==> src/inc/vic_pkg.sv <==
// constants, types and helpers for the vectored interrupt controller
// assumes an axi4-lite master with 32-bit data and word-aligned registers
package vic_pkg;

    // source count and default-order positions
    localparam int NSRC = 18;
    localparam int SRC_WDT = 0;
    localparam int SRC_PIN0 = 1;
    localparam int SRC_EVT0 = 5;
    localparam int SRC_KEY = 17;
    localparam logic [4:0] SRC_GAP = 5'h0A;

    // register indices; byte address is four times the index
    localparam int AW = 18;
    localparam logic [15:0] IDX_IF_LOW = 16'hFFE0;
    localparam logic [15:0] IDX_IF_HIGH = 16'hFFE1;
    localparam logic [15:0] IDX_IF_EXTRA = 16'hFFE2;
    localparam logic [15:0] IDX_MK_LOW = 16'hFFE4;
    localparam logic [15:0] IDX_MK_HIGH = 16'hFFE5;
    localparam logic [15:0] IDX_MK_EXTRA = 16'hFFE6;
    localparam logic [15:0] IDX_PR_LOW = 16'hFFE8;
    localparam logic [15:0] IDX_PR_HIGH = 16'hFFE9;
    localparam logic [15:0] IDX_PR_EXTRA = 16'hFFEA;
    localparam logic [15:0] IDX_EDGE_RISE = 16'hFF48;
    localparam logic [15:0] IDX_EDGE_FALL = 16'hFF49;
    localparam logic [15:0] IDX_IF_WORD = 16'hFFF0;
    localparam logic [15:0] IDX_MK_WORD = 16'hFFF1;
    localparam logic [15:0] IDX_PR_WORD = 16'hFFF2;
    localparam logic [15:0] IDX_CTRL = 16'hFFF4;
    localparam logic [15:0] IDX_STAT = 16'hFFF5;

    // reset values
    localparam logic [17:0] FLAG_RST = 18'h0_0000;
    localparam logic [17:0] MASK_RST = 18'h3_FFFF;
    localparam logic [17:0] PRIO_RST = 18'h3_FFFF;
    localparam logic [3:0] EDGE_RST = 4'h0;
    localparam logic [7:0] CTRL_RST = 8'h02;

    // control register fields
    localparam int CTRL_IE = 0;
    localparam int CTRL_ISP = 1;
    localparam int CTRL_NMI_BUSY = 2;
    localparam int CTRL_NMI_PEND = 3;
    localparam int CTRL_NMI_MODE = 4;

    // vectors
    localparam logic [15:0] VEC_NMI = 16'h0004;
    localparam logic [15:0] VEC_WDT = 16'h0004;
    localparam logic [15:0] VEC_GAP_STEP = 16'h0002;
    localparam logic [15:0] VEC_BRK = 16'h003E;
    localparam logic [15:0] VEC_LAST = 16'h0028;

    // bus answers
    localparam logic [1:0] RESP_OKAY = 2'b00;
    localparam logic [1:0] RESP_SLVERR = 2'b10;

    // kind of the request offered to the core
    typedef enum logic [1:0] {
        KIND_NONE = 2'b00,
        KIND_NMI = 2'b01,
        KIND_BRK = 2'b10,
        KIND_MASK = 2'b11
    } kind_e;

    // spread 18 sources over three byte registers; fill goes to fixed bits
    function automatic logic [23:0] pack_src(input logic [17:0] v, input logic fill);
        return {{5{fill}}, v[17:15], v[14:10], fill, v[9:8], v[7:0]};
    endfunction

    // gather the 18 sources back from three byte registers
    function automatic logic [17:0] unpack_src(input logic [23:0] w);
        return {w[18:16], w[15:11], w[9:8], w[7:0]};
    endfunction

endpackage

==> src/vectored_interrupt_controller.sv <==
// vectored interrupt controller: flags, masks, groups, vectors, standby release
// assumes an axi4-lite master and a core that acknowledges offered vectors
//
// Function
// - watchdog nmi outranks all, ignores disable
// - nmi releases halt
// - watchdog is sole nmi source, mode-routed
// - per-source group bit; high nests over low
// - same group resolved by fixed order 0..17
// - maskable request releases stop and halt
// - five external, thirteen internal maskable sources
// - software break vectors to 003EH always
// - fixed vector per maskable source
// - flag sets on event or software one
// - flag clears on acknowledge, write, reset
// - flags reset zero; byte and word access
// - first flag register layout
// - second flag register layout, bit 2 zero
// - watchdog controls act only as interval timer
// - mask one blocks; masks reset ones
// - nmi accept clears enable and service priority
// - rise and fall enables pick pin edge
// - flag one means pending
//
// The AXI4-Lite register port was decided locally.
`timescale 1ns/1ns
`default_nettype none
module vectored_interrupt_controller
(
    // clock and reset
    input wire logic CLK_I,
    input wire logic RST_I,
    // axi4-lite write address and data
    input wire logic [vic_pkg::AW-1:0] AWADDR_I,
    input wire logic AWVALID_I,
    output logic AWREADY_O,
    input wire logic [31:0] WDATA_I,
    input wire logic [3:0] WSTRB_I,
    input wire logic WVALID_I,
    output logic WREADY_O,
    // axi4-lite write response
    output logic [1:0] BRESP_O,
    output logic BVALID_O,
    input wire logic BREADY_I,
    // axi4-lite read
    input wire logic [vic_pkg::AW-1:0] ARADDR_I,
    input wire logic ARVALID_I,
    output logic ARREADY_O,
    output logic [31:0] RDATA_O,
    output logic [1:0] RRESP_O,
    output logic RVALID_O,
    input wire logic RREADY_I,
    // request sources
    input wire logic WDT_OVF_I,
    input wire logic WDT_NMI_MODE_I,
    input wire logic [3:0] PIN_I,
    input wire logic [11:0] EVT_I,
    input wire logic KEY_EDGE_I,
    input wire logic BRK_I,
    // core side
    input wire logic ACK_I,
    input wire logic RETI_I,
    input wire logic PSW_LOAD_I,
    input wire logic PSW_IE_I,
    input wire logic PSW_ISP_I,
    output logic IRQ_O,
    output logic [1:0] KIND_O,
    output logic [15:0] VECTOR_O,
    output logic IE_O,
    output logic ISP_O,
    output logic HALT_REL_O,
    output logic STOP_REL_O
);
    import vic_pkg::*;

    // whole controller state
    typedef struct packed {
        logic [17:0] flag;
        logic [17:0] mask;
        logic [17:0] prio;
        logic [3:0] rise;
        logic [3:0] fall;
        logic ie;
        logic in_service_priority;
        logic nmi_pend;
        logic nmi_busy;
        logic brk_pend;
        logic aw_full;
        logic [AW-1:0] awaddr;
        logic w_full;
        logic [31:0] wdata;
        logic [3:0] wstrb;
        logic awrdy;
        logic wrdy;
        logic bvalid;
        logic [1:0] bresp;
        logic arrdy;
        logic rvalid;
        logic [31:0] rdata;
        logic [1:0] rresp;
        logic irq;
        kind_e kind;
        logic [4:0] sel;
        logic [15:0] vec;
        logic halt_rel;
        logic stop_rel;
    } st_s;

    st_s q;
    st_s d;
    logic [3:0] pin_evt; // edge requests from the pin block
    logic [17:0] evt; // hardware set events this cycle
    logic [17:0] live; // flags that may wake or be served
    logic wr_fire; // register write performed this cycle
    logic [4:0] pick_idx; // winner among maskable requests
    logic pick_ok;

    // edge selection for the four pins
    // valid edge per pin
    pin_edge_detect u_pins
    (
        .clk_i(CLK_I),
        .rst_i(RST_I),
        .pin_i(PIN_I),
        .rise_en_i(q.rise),
        .fall_en_i(q.fall),
        .edge_o(pin_evt)
    );

    // vector for a maskable source; 0018H is skipped
    function automatic logic [15:0] vec_of(input logic [4:0] i);
        logic [15:0] off;
        off = {10'h000, i, 1'b0};
        if (i < SRC_GAP)
        begin
            return VEC_WDT + off;
        end
        return VEC_WDT + VEC_GAP_STEP + off;
    endfunction

    // byte-lane merge; only lane 0 carries a byte register
    function automatic logic [7:0] merge8(input logic [7:0] old,
        input logic [31:0] w, input logic [3:0] s, input int lane);
        return s[lane] ? w[lane*8 +: 8] : old;
    endfunction

    // read decode: {hit, data}
    function automatic logic [32:0] rd_reg(input logic [15:0] idx);
        logic [23:0] fw;
        logic [23:0] mw;
        logic [23:0] pw;
        fw = pack_src(q.flag, 1'b0);
        mw = pack_src(q.mask, 1'b1);
        pw = pack_src(q.prio, 1'b1);
        unique case (idx)
            IDX_IF_LOW: return {1'b1, 24'h00_0000, fw[7:0]};
            IDX_IF_HIGH: return {1'b1, 24'h00_0000, fw[15:8]};
            IDX_IF_EXTRA: return {1'b1, 24'h00_0000, fw[23:16]};
            IDX_IF_WORD: return {1'b1, 16'h0000, fw[15:0]};
            IDX_MK_LOW: return {1'b1, 24'h00_0000, mw[7:0]};
            IDX_MK_HIGH: return {1'b1, 24'h00_0000, mw[15:8]};
            IDX_MK_EXTRA: return {1'b1, 24'h00_0000, mw[23:16]};
            IDX_MK_WORD: return {1'b1, 16'h0000, mw[15:0]};
            IDX_PR_LOW: return {1'b1, 24'h00_0000, pw[7:0]};
            IDX_PR_HIGH: return {1'b1, 24'h00_0000, pw[15:8]};
            IDX_PR_EXTRA: return {1'b1, 24'h00_0000, pw[23:16]};
            IDX_PR_WORD: return {1'b1, 16'h0000, pw[15:0]};
            IDX_EDGE_RISE: return {1'b1, 28'h000_0000, q.rise};
            IDX_EDGE_FALL: return {1'b1, 28'h000_0000, q.fall};
            IDX_CTRL: return {1'b1, 27'h000_0000, WDT_NMI_MODE_I,
                q.nmi_pend, q.nmi_busy, q.in_service_priority, q.ie};
            IDX_STAT: return {1'b1, q.irq, 8'h00, q.kind, q.sel, q.vec};
            default: return {1'b0, 32'h0000_0000};
        endcase
    endfunction

    // hardware events; the watchdog goes one way only
    // watchdog routing
    always_comb
    begin
        evt = '0;
        evt[SRC_WDT] = WDT_OVF_I & ~WDT_NMI_MODE_I;
        evt[SRC_PIN0 +: 4] = pin_evt;
        evt[SRC_EVT0 +: 12] = EVT_I;
        evt[SRC_KEY] = KEY_EDGE_I;
    end

    // watchdog bits drop out in nmi mode
    // interval-timer only
    assign live = q.flag & ~q.mask & {17'h1_FFFF, ~WDT_NMI_MODE_I};
    assign wr_fire = q.aw_full & q.w_full & ~q.bvalid;

    // group first, then lowest index; isp low blocks all maskables
    // high group first
    always_comb
    begin
        logic [17:0] ok;
        logic [17:0] hi;
        logic [17:0] pick;
        ok = live & {18{q.ie & q.in_service_priority & ~q.nmi_busy}};
        hi = ok & ~q.prio;
        pick = (|hi) ? hi : ok;
        pick_idx = 5'h00;
        pick_ok = |pick;
        for (int k = NSRC - 1; k >= 0; k--)
        begin
            if (pick[k])
            begin
                pick_idx = 5'(k);
            end
        end
    end

    // next state: bus, registers, acknowledge, offer
    always_comb
    begin
        logic [23:0] fw;
        logic [23:0] mw;
        logic [23:0] pw;
        logic [15:0] widx;
        logic hit;
        logic taken;
        logic [32:0] rd;
        fw = pack_src(q.flag, 1'b0);
        mw = pack_src(q.mask, 1'b1);
        pw = pack_src(q.prio, 1'b1);
        widx = q.awaddr[AW-1:2];
        hit = 1'b1;
        taken = q.irq & ACK_I;
        rd = rd_reg(ARADDR_I[AW-1:2]);
        d = q;
        // capture address and data in either order
        if (AWVALID_I && q.awrdy)
        begin
            d.aw_full = 1'b1;
            d.awaddr = AWADDR_I;
        end
        if (WVALID_I && q.wrdy)
        begin
            d.w_full = 1'b1;
            d.wdata = WDATA_I;
            d.wstrb = WSTRB_I;
        end
        // software writes; ones set, zeros clear
        // byte and word forms
        if (wr_fire)
        begin
            unique case (widx)
                IDX_IF_LOW: fw[7:0] = merge8(fw[7:0], q.wdata, q.wstrb, 0);
                IDX_IF_HIGH: fw[15:8] = merge8(fw[15:8], q.wdata, q.wstrb, 0);
                IDX_IF_EXTRA: fw[23:16] = merge8(fw[23:16], q.wdata, q.wstrb, 0);
                IDX_IF_WORD:
                begin
                    fw[7:0] = merge8(fw[7:0], q.wdata, q.wstrb, 0);
                    fw[15:8] = merge8(fw[15:8], q.wdata, q.wstrb, 1);
                end
                IDX_MK_LOW: mw[7:0] = merge8(mw[7:0], q.wdata, q.wstrb, 0);
                IDX_MK_HIGH: mw[15:8] = merge8(mw[15:8], q.wdata, q.wstrb, 0);
                IDX_MK_EXTRA: mw[23:16] = merge8(mw[23:16], q.wdata, q.wstrb, 0);
                IDX_MK_WORD:
                begin
                    mw[7:0] = merge8(mw[7:0], q.wdata, q.wstrb, 0);
                    mw[15:8] = merge8(mw[15:8], q.wdata, q.wstrb, 1);
                end
                IDX_PR_LOW: pw[7:0] = merge8(pw[7:0], q.wdata, q.wstrb, 0);
                IDX_PR_HIGH: pw[15:8] = merge8(pw[15:8], q.wdata, q.wstrb, 0);
                IDX_PR_EXTRA: pw[23:16] = merge8(pw[23:16], q.wdata, q.wstrb, 0);
                IDX_PR_WORD:
                begin
                    pw[7:0] = merge8(pw[7:0], q.wdata, q.wstrb, 0);
                    pw[15:8] = merge8(pw[15:8], q.wdata, q.wstrb, 1);
                end
                IDX_EDGE_RISE: d.rise = q.wstrb[0] ? q.wdata[3:0] : q.rise;
                IDX_EDGE_FALL: d.fall = q.wstrb[0] ? q.wdata[3:0] : q.fall;
                IDX_CTRL:
                begin
                    d.ie = q.wstrb[0] ? q.wdata[CTRL_IE] : q.ie;
                    d.in_service_priority = q.wstrb[0] ? q.wdata[CTRL_ISP] : q.in_service_priority;
                end
                IDX_STAT: hit = 1'b1;
                default: hit = 1'b0;
            endcase
            d.aw_full = 1'b0;
            d.w_full = 1'b0;
            d.bvalid = 1'b1;
            d.bresp = hit ? RESP_OKAY : RESP_SLVERR;
        end
        else if (q.bvalid && BREADY_I)
        begin
            d.bvalid = 1'b0;
        end
        // fixed bits dropped by unpacking
        // first layout
        d.flag = unpack_src(fw);
        d.mask = unpack_src(mw);
        d.prio = unpack_src(pw);
        // watchdog flag held at zero while it routes to nmi
        // flag inert
        d.flag[SRC_WDT] = d.flag[SRC_WDT] & ~WDT_NMI_MODE_I;
        // core loads its status word (ei, di, return, pop)
        if (PSW_LOAD_I)
        begin
            d.ie = PSW_IE_I;
            d.in_service_priority = PSW_ISP_I;
        end
        // return ends nmi service
        if (RETI_I)
        begin
            d.nmi_busy = 1'b0;
        end
        // acknowledge of the offered request
        if (taken)
        begin
            unique case (q.kind)
                KIND_NMI:
                begin
                    d.nmi_pend = 1'b0;
                    d.nmi_busy = 1'b1;
                    d.ie = 1'b0;
                    d.in_service_priority = 1'b0;
                end
                KIND_BRK:
                begin
                    d.brk_pend = 1'b0;
                    d.ie = 1'b0;
                end
                KIND_MASK:
                begin
                    d.flag[q.sel] = 1'b0;
                    d.ie = 1'b0;
                    d.in_service_priority = q.prio[q.sel];
                end
                KIND_NONE: d.ie = q.ie;
            endcase
        end
        // new break beats the ack
        if (BRK_I)
        begin
            d.brk_pend = 1'b1;
        end
        // events win over any clear in the same cycle
        // set on event
        d.flag = d.flag | evt;
        // repeats during service fold into one pending nmi
        // nmi captured always
        if (WDT_OVF_I && WDT_NMI_MODE_I)
        begin
            d.nmi_pend = 1'b1;
        end
        // read path: one answer per address, unmapped gets slverr
        if (ARVALID_I && q.arrdy)
        begin
            d.rvalid = 1'b1;
            d.rdata = rd[31:0];
            d.rresp = rd[32] ? RESP_OKAY : RESP_SLVERR;
        end
        else if (q.rvalid && RREADY_I)
        begin
            d.rvalid = 1'b0;
        end
        // free while no answer waits; write channels also need their slot empty
        d.arrdy = ~d.rvalid;
        d.awrdy = ~d.aw_full & ~d.bvalid;
        d.wrdy = ~d.w_full & ~d.bvalid;
        // offer: nmi, then break, then maskable
        // nmi outranks all
        d.kind = KIND_NONE;
        d.vec = q.vec;
        d.sel = q.sel;
        if (q.nmi_pend && !q.nmi_busy)
        begin
            d.kind = KIND_NMI;
            d.vec = VEC_NMI;
        end
        else if (q.brk_pend)
        begin
            d.kind = KIND_BRK;
            d.vec = VEC_BRK;
        end
        else if (pick_ok)
        begin
            d.kind = KIND_MASK;
            d.sel = pick_idx;
            d.vec = vec_of(pick_idx);
        end
        d.irq = (d.kind != KIND_NONE) & ~taken;
        // standby wake-ups
        // nmi ends halt
        d.stop_rel = |live;
        d.halt_rel = q.nmi_pend | (|live);
    end

    // state register
    // flags reset to zero
    always_ff @(posedge CLK_I or posedge RST_I)
    begin
        if (RST_I)
        begin
            q <= '0;
            q.flag <= FLAG_RST;
            q.mask <= MASK_RST;
            q.prio <= PRIO_RST;
            q.rise <= EDGE_RST;
            q.fall <= EDGE_RST;
            q.ie <= CTRL_RST[CTRL_IE];
            q.in_service_priority <= CTRL_RST[CTRL_ISP];
            q.kind <= KIND_NONE;
        end
        else
        begin
            q <= d;
        end
    end

    // outputs straight from the state register
    assign AWREADY_O = q.awrdy;
    assign WREADY_O = q.wrdy;
    assign BVALID_O = q.bvalid;
    assign BRESP_O = q.bresp;
    assign ARREADY_O = q.arrdy;
    assign RVALID_O = q.rvalid;
    assign RDATA_O = q.rdata;
    assign RRESP_O = q.rresp;
    assign IRQ_O = q.irq;
    assign KIND_O = q.kind;
    assign VECTOR_O = q.vec;
    assign IE_O = q.ie;
    assign ISP_O = q.in_service_priority;
    assign HALT_REL_O = q.halt_rel;
    assign STOP_REL_O = q.stop_rel;
endmodule
`default_nettype wire

==> src/pin_edge_detect.sv <==
// edge detector for the four external request pins
// assumes pins already synchronous to the clock
`timescale 1ns/1ns
`default_nettype none
module pin_edge_detect
(
    // clock and reset
    input wire logic clk_i,
    input wire logic rst_i,
    // pins and edge selection
    input wire logic [3:0] pin_i,
    input wire logic [3:0] rise_en_i,
    input wire logic [3:0] fall_en_i,
    // one-cycle request per valid edge
    output logic [3:0] edge_o
);
    // previous pin level and registered event
    typedef struct packed {
        logic [3:0] prev;
        logic [3:0] evt;
    } pin_s;

    pin_s q;
    pin_s d;
    logic [3:0] hit;

    // per pin: neither enable blocks, one picks its edge, both take both
    for (genvar g = 0; g < 4; g++)
    begin : g_pin
        assign hit[g] = (rise_en_i[g] & pin_i[g] & ~q.prev[g])
            | (fall_en_i[g] & ~pin_i[g] & q.prev[g]);
    end

    // next state
    always_comb
    begin
        d = q;
        d.prev = pin_i;
        d.evt = hit;
    end

    // a pin high at reset release looks like a rising edge once if its rise enable is already set
    always_ff @(posedge clk_i or posedge rst_i)
    begin
        if (rst_i)
        begin
            q <= '0;
        end
        else
        begin
            q <= d;
        end
    end

    assign edge_o = q.evt;
endmodule
`default_nettype wire

==> config.mk <==
export PLATFORM = sky130hd
export DESIGN_NAME = vectored_interrupt_controller
export DESIGN_NICKNAME = d
export VERILOG_FILES = /design/src/inc/vic_pkg.sv /design/src/vectored_interrupt_controller.sv /design/src/pin_edge_detect.sv
export SDC_FILE = /design/constraint.sdc
export NUM_CORES = 1
export LEC_CHECK = 0
export ABC_AREA = 1
export BUFFER_PORTS_ARGS = -buffer_cell sky130_fd_sc_hd__clkbuf_2
export CORE_ASPECT_RATIO = 2
export CORE_MARGIN = 2
export CORE_UTILIZATION = 30
export CTS_BUF_LIST = sky130_fd_sc_hd__clkbuf_4 sky130_fd_sc_hd__clkbuf_8
export DETAILED_ROUTE_END_ITERATION = 10
export PLACE_DENSITY_LB_ADDON = 0.1
export SKIP_LAST_GASP = 1
export SLEW_MARGIN = 15
export SYNTH_ARGS = -nofsm -noshare
export SYNTH_HDL_FRONTEND = slang
export SYNTH_SLANG_ARGS = --single-unit
==> constraint.sdc <==
create_clock -name CLK_I -period 11.45 [get_ports CLK_I]
set_input_delay 2.29 -clock CLK_I [delete_from_list [all_inputs] [get_ports CLK_I]]
set_output_delay 2.29 -clock CLK_I [all_outputs]
set_load 0.02 [all_outputs]
==> results.txt, run 1 <==
----------------------------------------------------
[Placed design]
  Final Wtd Congestion ... 0.9746
  Worst Setup Slack post-DPL ... 5821 ps
  Estimated wirelength of the detail-placed design ... 28720 µm
  Cell Count Post-Placement ... 1630
  Count of buffers inserted at the top-level ports ... 124

[Critical path]
  Register-to-register setup slack ... 7280 ps
  Critical Path End Type ... flip-flop
  Worst endpoint required time ... 11870 ps
  Data arrival time of the critical path ... 5520 ps
  Critical path launch point type ... primary input
  Startpoint-to-endpoint class of the critical path ... in2reg
  Crit path max fanout ... 10

[STA]
  Setup skew after layout ... 9.430 ps
  Count of final hold-check violations ... 0
  RSZ-0062 raised after global routing ... false
  Setup violators final ... 0
  Post-layout worst setup margin ... 6350 ps
  Crit path time final ... 5100 ps
  Ratio of final minimum period to clock period ... 0.4454
  Total Negative Setup Slacks ... 0 ps
  Slew at the pin with the worst max-slew slack ... 1049 ps
  Final number of max-transition violations ... 0
  Headroom to the max-slew limit ... 0.2979
  Max Fclk ... 196.1 MHz

[GRT]
  Grt ovf ... 0
  Initial antenna violation count ... 0
  All-layer global routing usage ... 0.2277
  Maximum number of pins on one net before global-route repair ... 65
  Via count of the first global-routing pass ... 8719
  Wire length of the first global-routing pass ... 53250 µm

[Clock network]
  CTS tree ... done
  H-tree level count ... 4
  CTS max path bufs ... 2
  Resized Gates After CTS ... 0
  Clock tree root buffer cell ... clkbuf_8
  Clock transition time at the flip-flop clock pins of the worst setup and hold paths ... 90 ps
  Number of clock buffers inserted by TritonCTS ... 17
  CTS sink count ... 157
  CTS Hold Buffers Added ... 0
  Number of setup buffers added after CTS ... 0
  Clock insertion delay at the later pin of the skew report ... 500 ps

[Yosys]
  Netlist Area Pre-Place ... 9115 µm²
  Share of the synthesized area in the top cell type ... 0.3294
  Cell types with the largest area share after synthesis ... dfrtp_1 33%, nand2_1 12%, dfstp_2 11%
  Yosys reg bits ... 157
  Dominant register cell in the synthesized netlist ... dfrtp_1
  Simple-gate portion of the synthesized area ... 0.2362
  Mapped Cells ... 1183
  EDFF count, synth ... 0
  Synthesized-area fraction occupied by ao, oa, aoi and oai cells ... 0.1824
  Synthesized-area fraction occupied by adder cells ... 0.005491
  Number of distinct standard cells referenced by the synthesized netlist ... 49
  Asr flop ratio synth ... 1.000
  Portion of netlist area occupied by mux cells ... 0.01730
  Synth Area in XOR/XNOR ... 0.0009609
  Number of warnings reported in the yosys synthesis log ... 0
  Synth area leader ... dfrtp_1
  Combinational family with the most area after synthesis ... simple AND/OR/NAND/NOR gates
  Avg Cell Area, Syn ... 7.705 µm²
  Fraction of the yosys area taken by sequential cells ... 0.4361

[Detailed routing]
  Mean routed wirelength per cell ... 21.17 µm
  DR pass1 iterations ... 5
  Vias after detailed routing ... 8445
  First-iteration detailed-routing DRC count ... 460
  Remaining antenna violation count after routing ... 0
  Post-detailed-route DRC marker count ... 0
  Via density ... 5.081
  Post-detailed-routing wire length ... 35190 µm

[Final layout]
  Fraction of final layout cells sized beyond drive strength 1 ... 0.1893
  Final core utilization ... 0.3407
  # fillers ... 3290
  Final-stage net count ... 1389
  Storage cell area ... 3975 µm²
  Synthesis-to-layout area growth ... 12.40%
  Post-route insts no fill ... 1662
  Number of antenna repair diodes ... 0
  Total area of multi-input combinational cells ... 4119 µm²

[Status]
  Status ... finished, final reports clean

[Die]
  Die outline height ... 250.5 µm
  Floorplan die width ... 127.3 µm
  Core outline area ... 30070 µm²
  Top-Level Pins ... 168
  Die area ... 31880 µm²
  Initial standard-cell utilization of the core ... 0.3032
  Cell Rows ... 90

[Pwr]
  Cell Pwr Density ... 183.2 nW/µm²
  Peak VDD IR ... 0.00009341 V
  Pleak ... 0.004742 µW

[Worst hold path]
  Worst hold path class ... reg2reg

[Run]
  Maxcap violations ... 0

----------------------------------------------------
## layout make-up
cell class,instances,area share
Sequential cell,157,0.3880
Inverter,165,0.06094
Multi-Input combinational cell,808,0.4021
Tap cell,368,0.04494
Timing Repair Buffer,132,0.06644
Clock buffer,18,0.02357
Clock inverter,14,0.01404
## synthesized netlist by cell type (14+ instances only)
master and n:
a221oi_1 15, clkbuf_1 16, o22ai_1 21, nand3_1 38
nand2_1 284, inv_1 154, a21oi_1 19, a32o_1 15
dfrtp_1 120, nor2_1 117, buf_4 55, dfstp_2 37
nor3_1 27, o21ai_0 126, mux2_2 14
## final timing paths
| check | depth (start not counted) | start | endpoint |
|---|---|---|---|
| worst max-delay path | 12 | ARADDR_I[10] | RDATA_O[18] |
| worst min-delay path | 2 | u_pins.edge_o[1] | q[174] |
| worst max register to register | 30 | ISP_O | VECTOR_O[5] |
| worst min register to register | 2 | u_pins.edge_o[1] | q[174] |
| max in group asynchronous | 3 | RST_I | q[177] |
| min in group asynchronous | 2 | RST_I | WREADY_O |
## worst max-delay path, cell delays in order
cell and delay (ps):
clkbuf_2 80, inv_1 30, nor4_1 470, nand2_1 170, nor2_2 480, inv_2 140
nor2_1 510, nor2_1 180, and3_1 230, a31oi_2 450, nand2_1 250, o21ai_0 230
## placed cells by master, fill, tap and decap left out, types with 7 or more instances in the layout
cell type  count
a21oi_1       19
a221oi_1      15
a22o_1         9
a22oi_1        7
a32o_1        15
buf_4          8
clkbuf_2     124
clkbuf_8      17
conb_1        20
dfrtp_1      120
dfstp_2       37
inv_1        153
inv_2          7
mux2_2        14
nand2_1      284
nand3_1       38
nor2_1       117
nor3_1        26
nor4_1        11
o21ai_0      126
o21bai_1      11
o221ai_1      11
o22ai_1       21
## power breakdown
group	internal, µW	switching [µW]	leakage [µW]
registers	652	112	0.00185
logic	189	498	0.00271
clock network	196	230	0.000187
total	1040	840	0.00474
## routing by layer
metal	up-vias	part of all wire	GRT usage	wire [µm]
li1	4080	-	-	-
met1	4022	0.35	0.2298	12440
met2	257	0.54	0.4212	19020
met3	86	0.030	0.03161	1069
met4	0	0.076	0.1608	2665
met5	-	0	0	0
## state kept, by name, summed over array words and instances, names as in the netlist, 2 cells and up
signal / flops
u_pins.q: 4
KIND_O: 2
VECTOR_O: 6
RDATA_O: 24
u_pins.edge_o: 4
q: 105
## through the flow
stage | hold WS (ps) | power (µW) | instance area [µm²]
after floorplan | 409.3 | 1223 | 9186
after global routing | 458.2 | 2023 | 10240
after CTS | 447.2 | 1909 | 10240
after global placement | 418.6 | 1466 | 9854
final | 440.9 | 1877 | 10240
after detailed placement | 425.8 | 1470 | 9854
## kinds of logic (layout without fill, tap and decap cells)
group,after synthesis,after routing
DFF,157,157
buffers and inverters,237,329
xor gates and xnor gates,1,1
muxes,14,14
AOI/OAI and AO/OA,261,261
other,1,20
and+or+nand+nor,508,508
adders and majority gates,4,4
Power figures use the tool's default switching activity.
==> inputs of run 2 (changes only) <==
==> constraint.sdc (replaced) <==
create_clock -name CLK_I -period 4.2 [get_ports CLK_I]
set_input_delay 0.84 -clock CLK_I [delete_from_list [all_inputs] [get_ports CLK_I]]
set_output_delay 0.84 -clock CLK_I [all_outputs]
set_load 0.02 [all_outputs]
==> run 2 against run 1 <==
Against the previous run:
- global-route usage is 0.065 points lower
- first-iteration DRC count is 23% higher
- critical path depth is 18 higher
- clock-buffer cell count is 1 lower
- critical endpoint is now VECTOR_O[5]
- clock skew is 7.6 ps higher
- die area stayed put
- non-clock buffer count is 28 higher
- via count is 0.30% higher
- combinational power grew to 2.8 times the previous value
- worst setup slack worse by 6000 ps
- sequential power grew to 2.7 times the previous value
==> results.txt, run 2 (synthesis gave the netlist of run 1 again) <==
----------------------------------------------------
[Status]
  Status ... finished, final reports clean

[Final layout]
  Synthesis-to-layout area growth ... 15.50%
  Final non-filler cell area ... 10530 µm²
  Register ranked first by flip-flop count ... q
  Top library cells by usage in the layout, fill and taps aside ... 284 x nand2_1, 153 x inv_1, 126 x o21ai_0
  Leading cell type in the layout, fill and taps excluded ... nand2_1
  Post-route insts no fill ... 1690
  Final-stage net count ... 1417
  Fraction of final layout cells sized beyond drive strength 1 ... 0.2057
  Number of flip-flops under the largest register name ... 105
  Number of antenna repair diodes ... 0

[GRT]
  Wire length of the first global-routing pass ... 52860 µm
  Initial antenna violation count ... 0
  Via count of the first global-routing pass ... 8511
  Grt ovf ... 0
  All-layer global routing usage ... 0.2271
  Maximum number of pins on one net before global-route repair ... 52

[Detailed routing]
  Wire length on met1 ... 12240 µm
  Vias after detailed routing ... 8470
  Via density ... 5.012
  Remaining antenna violation count after routing ... 0
  Post-detailed-routing wire length ... 35430 µm
  Mean routed wirelength per cell ... 20.97 µm
  Post-detailed-route DRC marker count ... 0
  Met3 WL ... 1231 µm
  Routed length on met2 ... 19180 µm
  Top layer reached by signal wires ... met4
  DR pass1 iterations ... 5
  First-iteration detailed-routing DRC count ... 566

[Clock network]
  Number of setup buffers added after CTS ... 0
  Number of clock buffers inserted by TritonCTS ... 17
  CTS max path bufs ... 2
  Resized Gates After CTS ... 0
  H-tree level count ... 4
  CTS Hold Buffers Added ... 0
  CTS tree ... done
  Clock transition time at the flip-flop clock pins of the worst setup and hold paths ... 100 ps
  Clock tree root buffer cell ... clkbuf_8
  Clock insertion delay at the later pin of the skew report ... 510 ps
  CTS sink count ... 157

[Run]
  Maxcap violations ... 0

[Die]
  Die outline height ... 250.5 µm
  Top-Level Pins ... 168
  Die area ... 31880 µm²
  Initial standard-cell utilization of the core ... 0.3032
  Cell Rows ... 90
  Core outline area ... 30070 µm²
  Floorplan die width ... 127.3 µm

[STA]
  Headroom to the max-slew limit ... 0.3728
  Slew at the pin with the worst max-slew slack ... 933.6 ps
  Setup skew after layout ... 17.00 ps
  Max Fclk ... 262.6 MHz
  Setup violators final ... 0
  Crit path time final ... 3808 ps
  RSZ-0062 raised after global routing ... false
  Count of final hold-check violations ... 0
  Final number of max-transition violations ... 0
  Ratio of final minimum period to clock period ... 0.9066
  Hold slack final ... 308.6 ps
  Total Negative Setup Slacks ... 0 ps

[Pwr]
  Internal portion of total power ... 2904 µW
  Combinational group share of total power ... 0.369
  Switching component of the power ... 2350 µW
  Cell Pwr Density ... 499.2 nW/µm²
  Sequential cell fraction of total power ... 0.397
  Peak VDD IR ... 0.0002509 V
  Sw frac ... 0.4473
  Power after layout ... 5255 µW
  Pleak ... 0.004907 µW
  Relative contribution of the clock network to total power ... 0.233

[Placed design]
  Count of buffers inserted at the top-level ports ... 124
  Estimated wirelength of the detail-placed design ... 29330 µm
  Cell Count Post-Placement ... 1657
  Final Wtd Congestion ... 0.9630
  Placed Area ... 10090 µm²

[Critical path]
  Critical Path End Type ... flip-flop
  Worst endpoint required time ... 4620 ps
  Crit path max fanout ... 29
  Critical path launch point type ... flip-flop
  Most common cell on crit path ... nand2_1
  Startpoint-to-endpoint class of the critical path ... reg2reg
  Crit-path max cell delay ... 650 ps
  Slowest stage cell, crit path ... dfstp_2
  Data arrival time of the critical path ... 4230 ps

[Worst hold path]
  Worst hold path class ... in2async

----------------------------------------------------
==> run 2: cell count changes in the layout (fill, tap and decap cells not counted), moves of 3 or more <==
cell,previous run,this run
inv_8,0,3
clkinv_2,3,0
clkinv_4,1,5
buf_4,8,32
inv_6,4,1
buf_12,0,4
==> run 2: metrics by stage <==
step	util	worst slack, ps
floorplan	-	951.8
global placement	0.3355	376.5
detailed placement	0.3355	338.6
CTS	0.3495	415.4
global route	0.3501	123.3
finish	0.3501	392.3
==> run 2: area by class of cell <==
class                   count  area (µm²)
clock inverters            15       185.2
repair buffers            160       940.9
multi-input cells         808        4109
inverters                 165       623.1
flip-flops and latches    157        3975
clock buffers              17       234.0
well taps                 368       460.4
fillers                  3251       19540
==> run 2: path summary, 6_finish.rpt <==
kind | startpoint | endpoint | slack, ps | depth (start not counted)
max | ISP_O | VECTOR_O[5] | 390 | 30
min | RST_I | RRESP_O[1] | 310 | 2
max reg2reg | ISP_O | VECTOR_O[5] | 390 | 30
min reg2reg | u_pins.edge_o[1] | q[174] | 420 | 2
max in group asynchronous | RST_I | q[142] | 3040 | 4
min in group CLK_I | u_pins.edge_o[1] | q[174] | 420 | 2
==> run 2: power groups by stage <==
| stage | Clock (µW) | Sequential (µW) | Combinational [µW] |
|---|---|---|---|
| 2_1_floorplan | 0 | 1990 | 1350 |
| 4_1_cts | 1270 | 2090 | 1960 |
| 3_5_place_dp | 0 | 2120 | 1950 |
| 6_report | 1230 | 2090 | 1940 |
| 5_1_grt | 1320 | 2130 | 2190 |
| 3_3_place_gp | 0 | 2120 | 1940 |
==> run 2: critical path, delay by kind of cell (launching register included) <==
family | cells | cell delay (ps)
AND/OR/NAND/NOR | 26 | 2120
buffers and inverters | 1 | 190
flip-flops | 1 | 650
adder cells (fa/ha/maj) | 1 | 230
AO/OA/AOI/OAI | 2 | 520
==> run 2: layer usage <==
metal  vias up  GRT usage
met5         -          0
met4         0     0.1564
met3        78    0.03439
met2       252     0.4267
met1      4013     0.2231
li1       4127          -
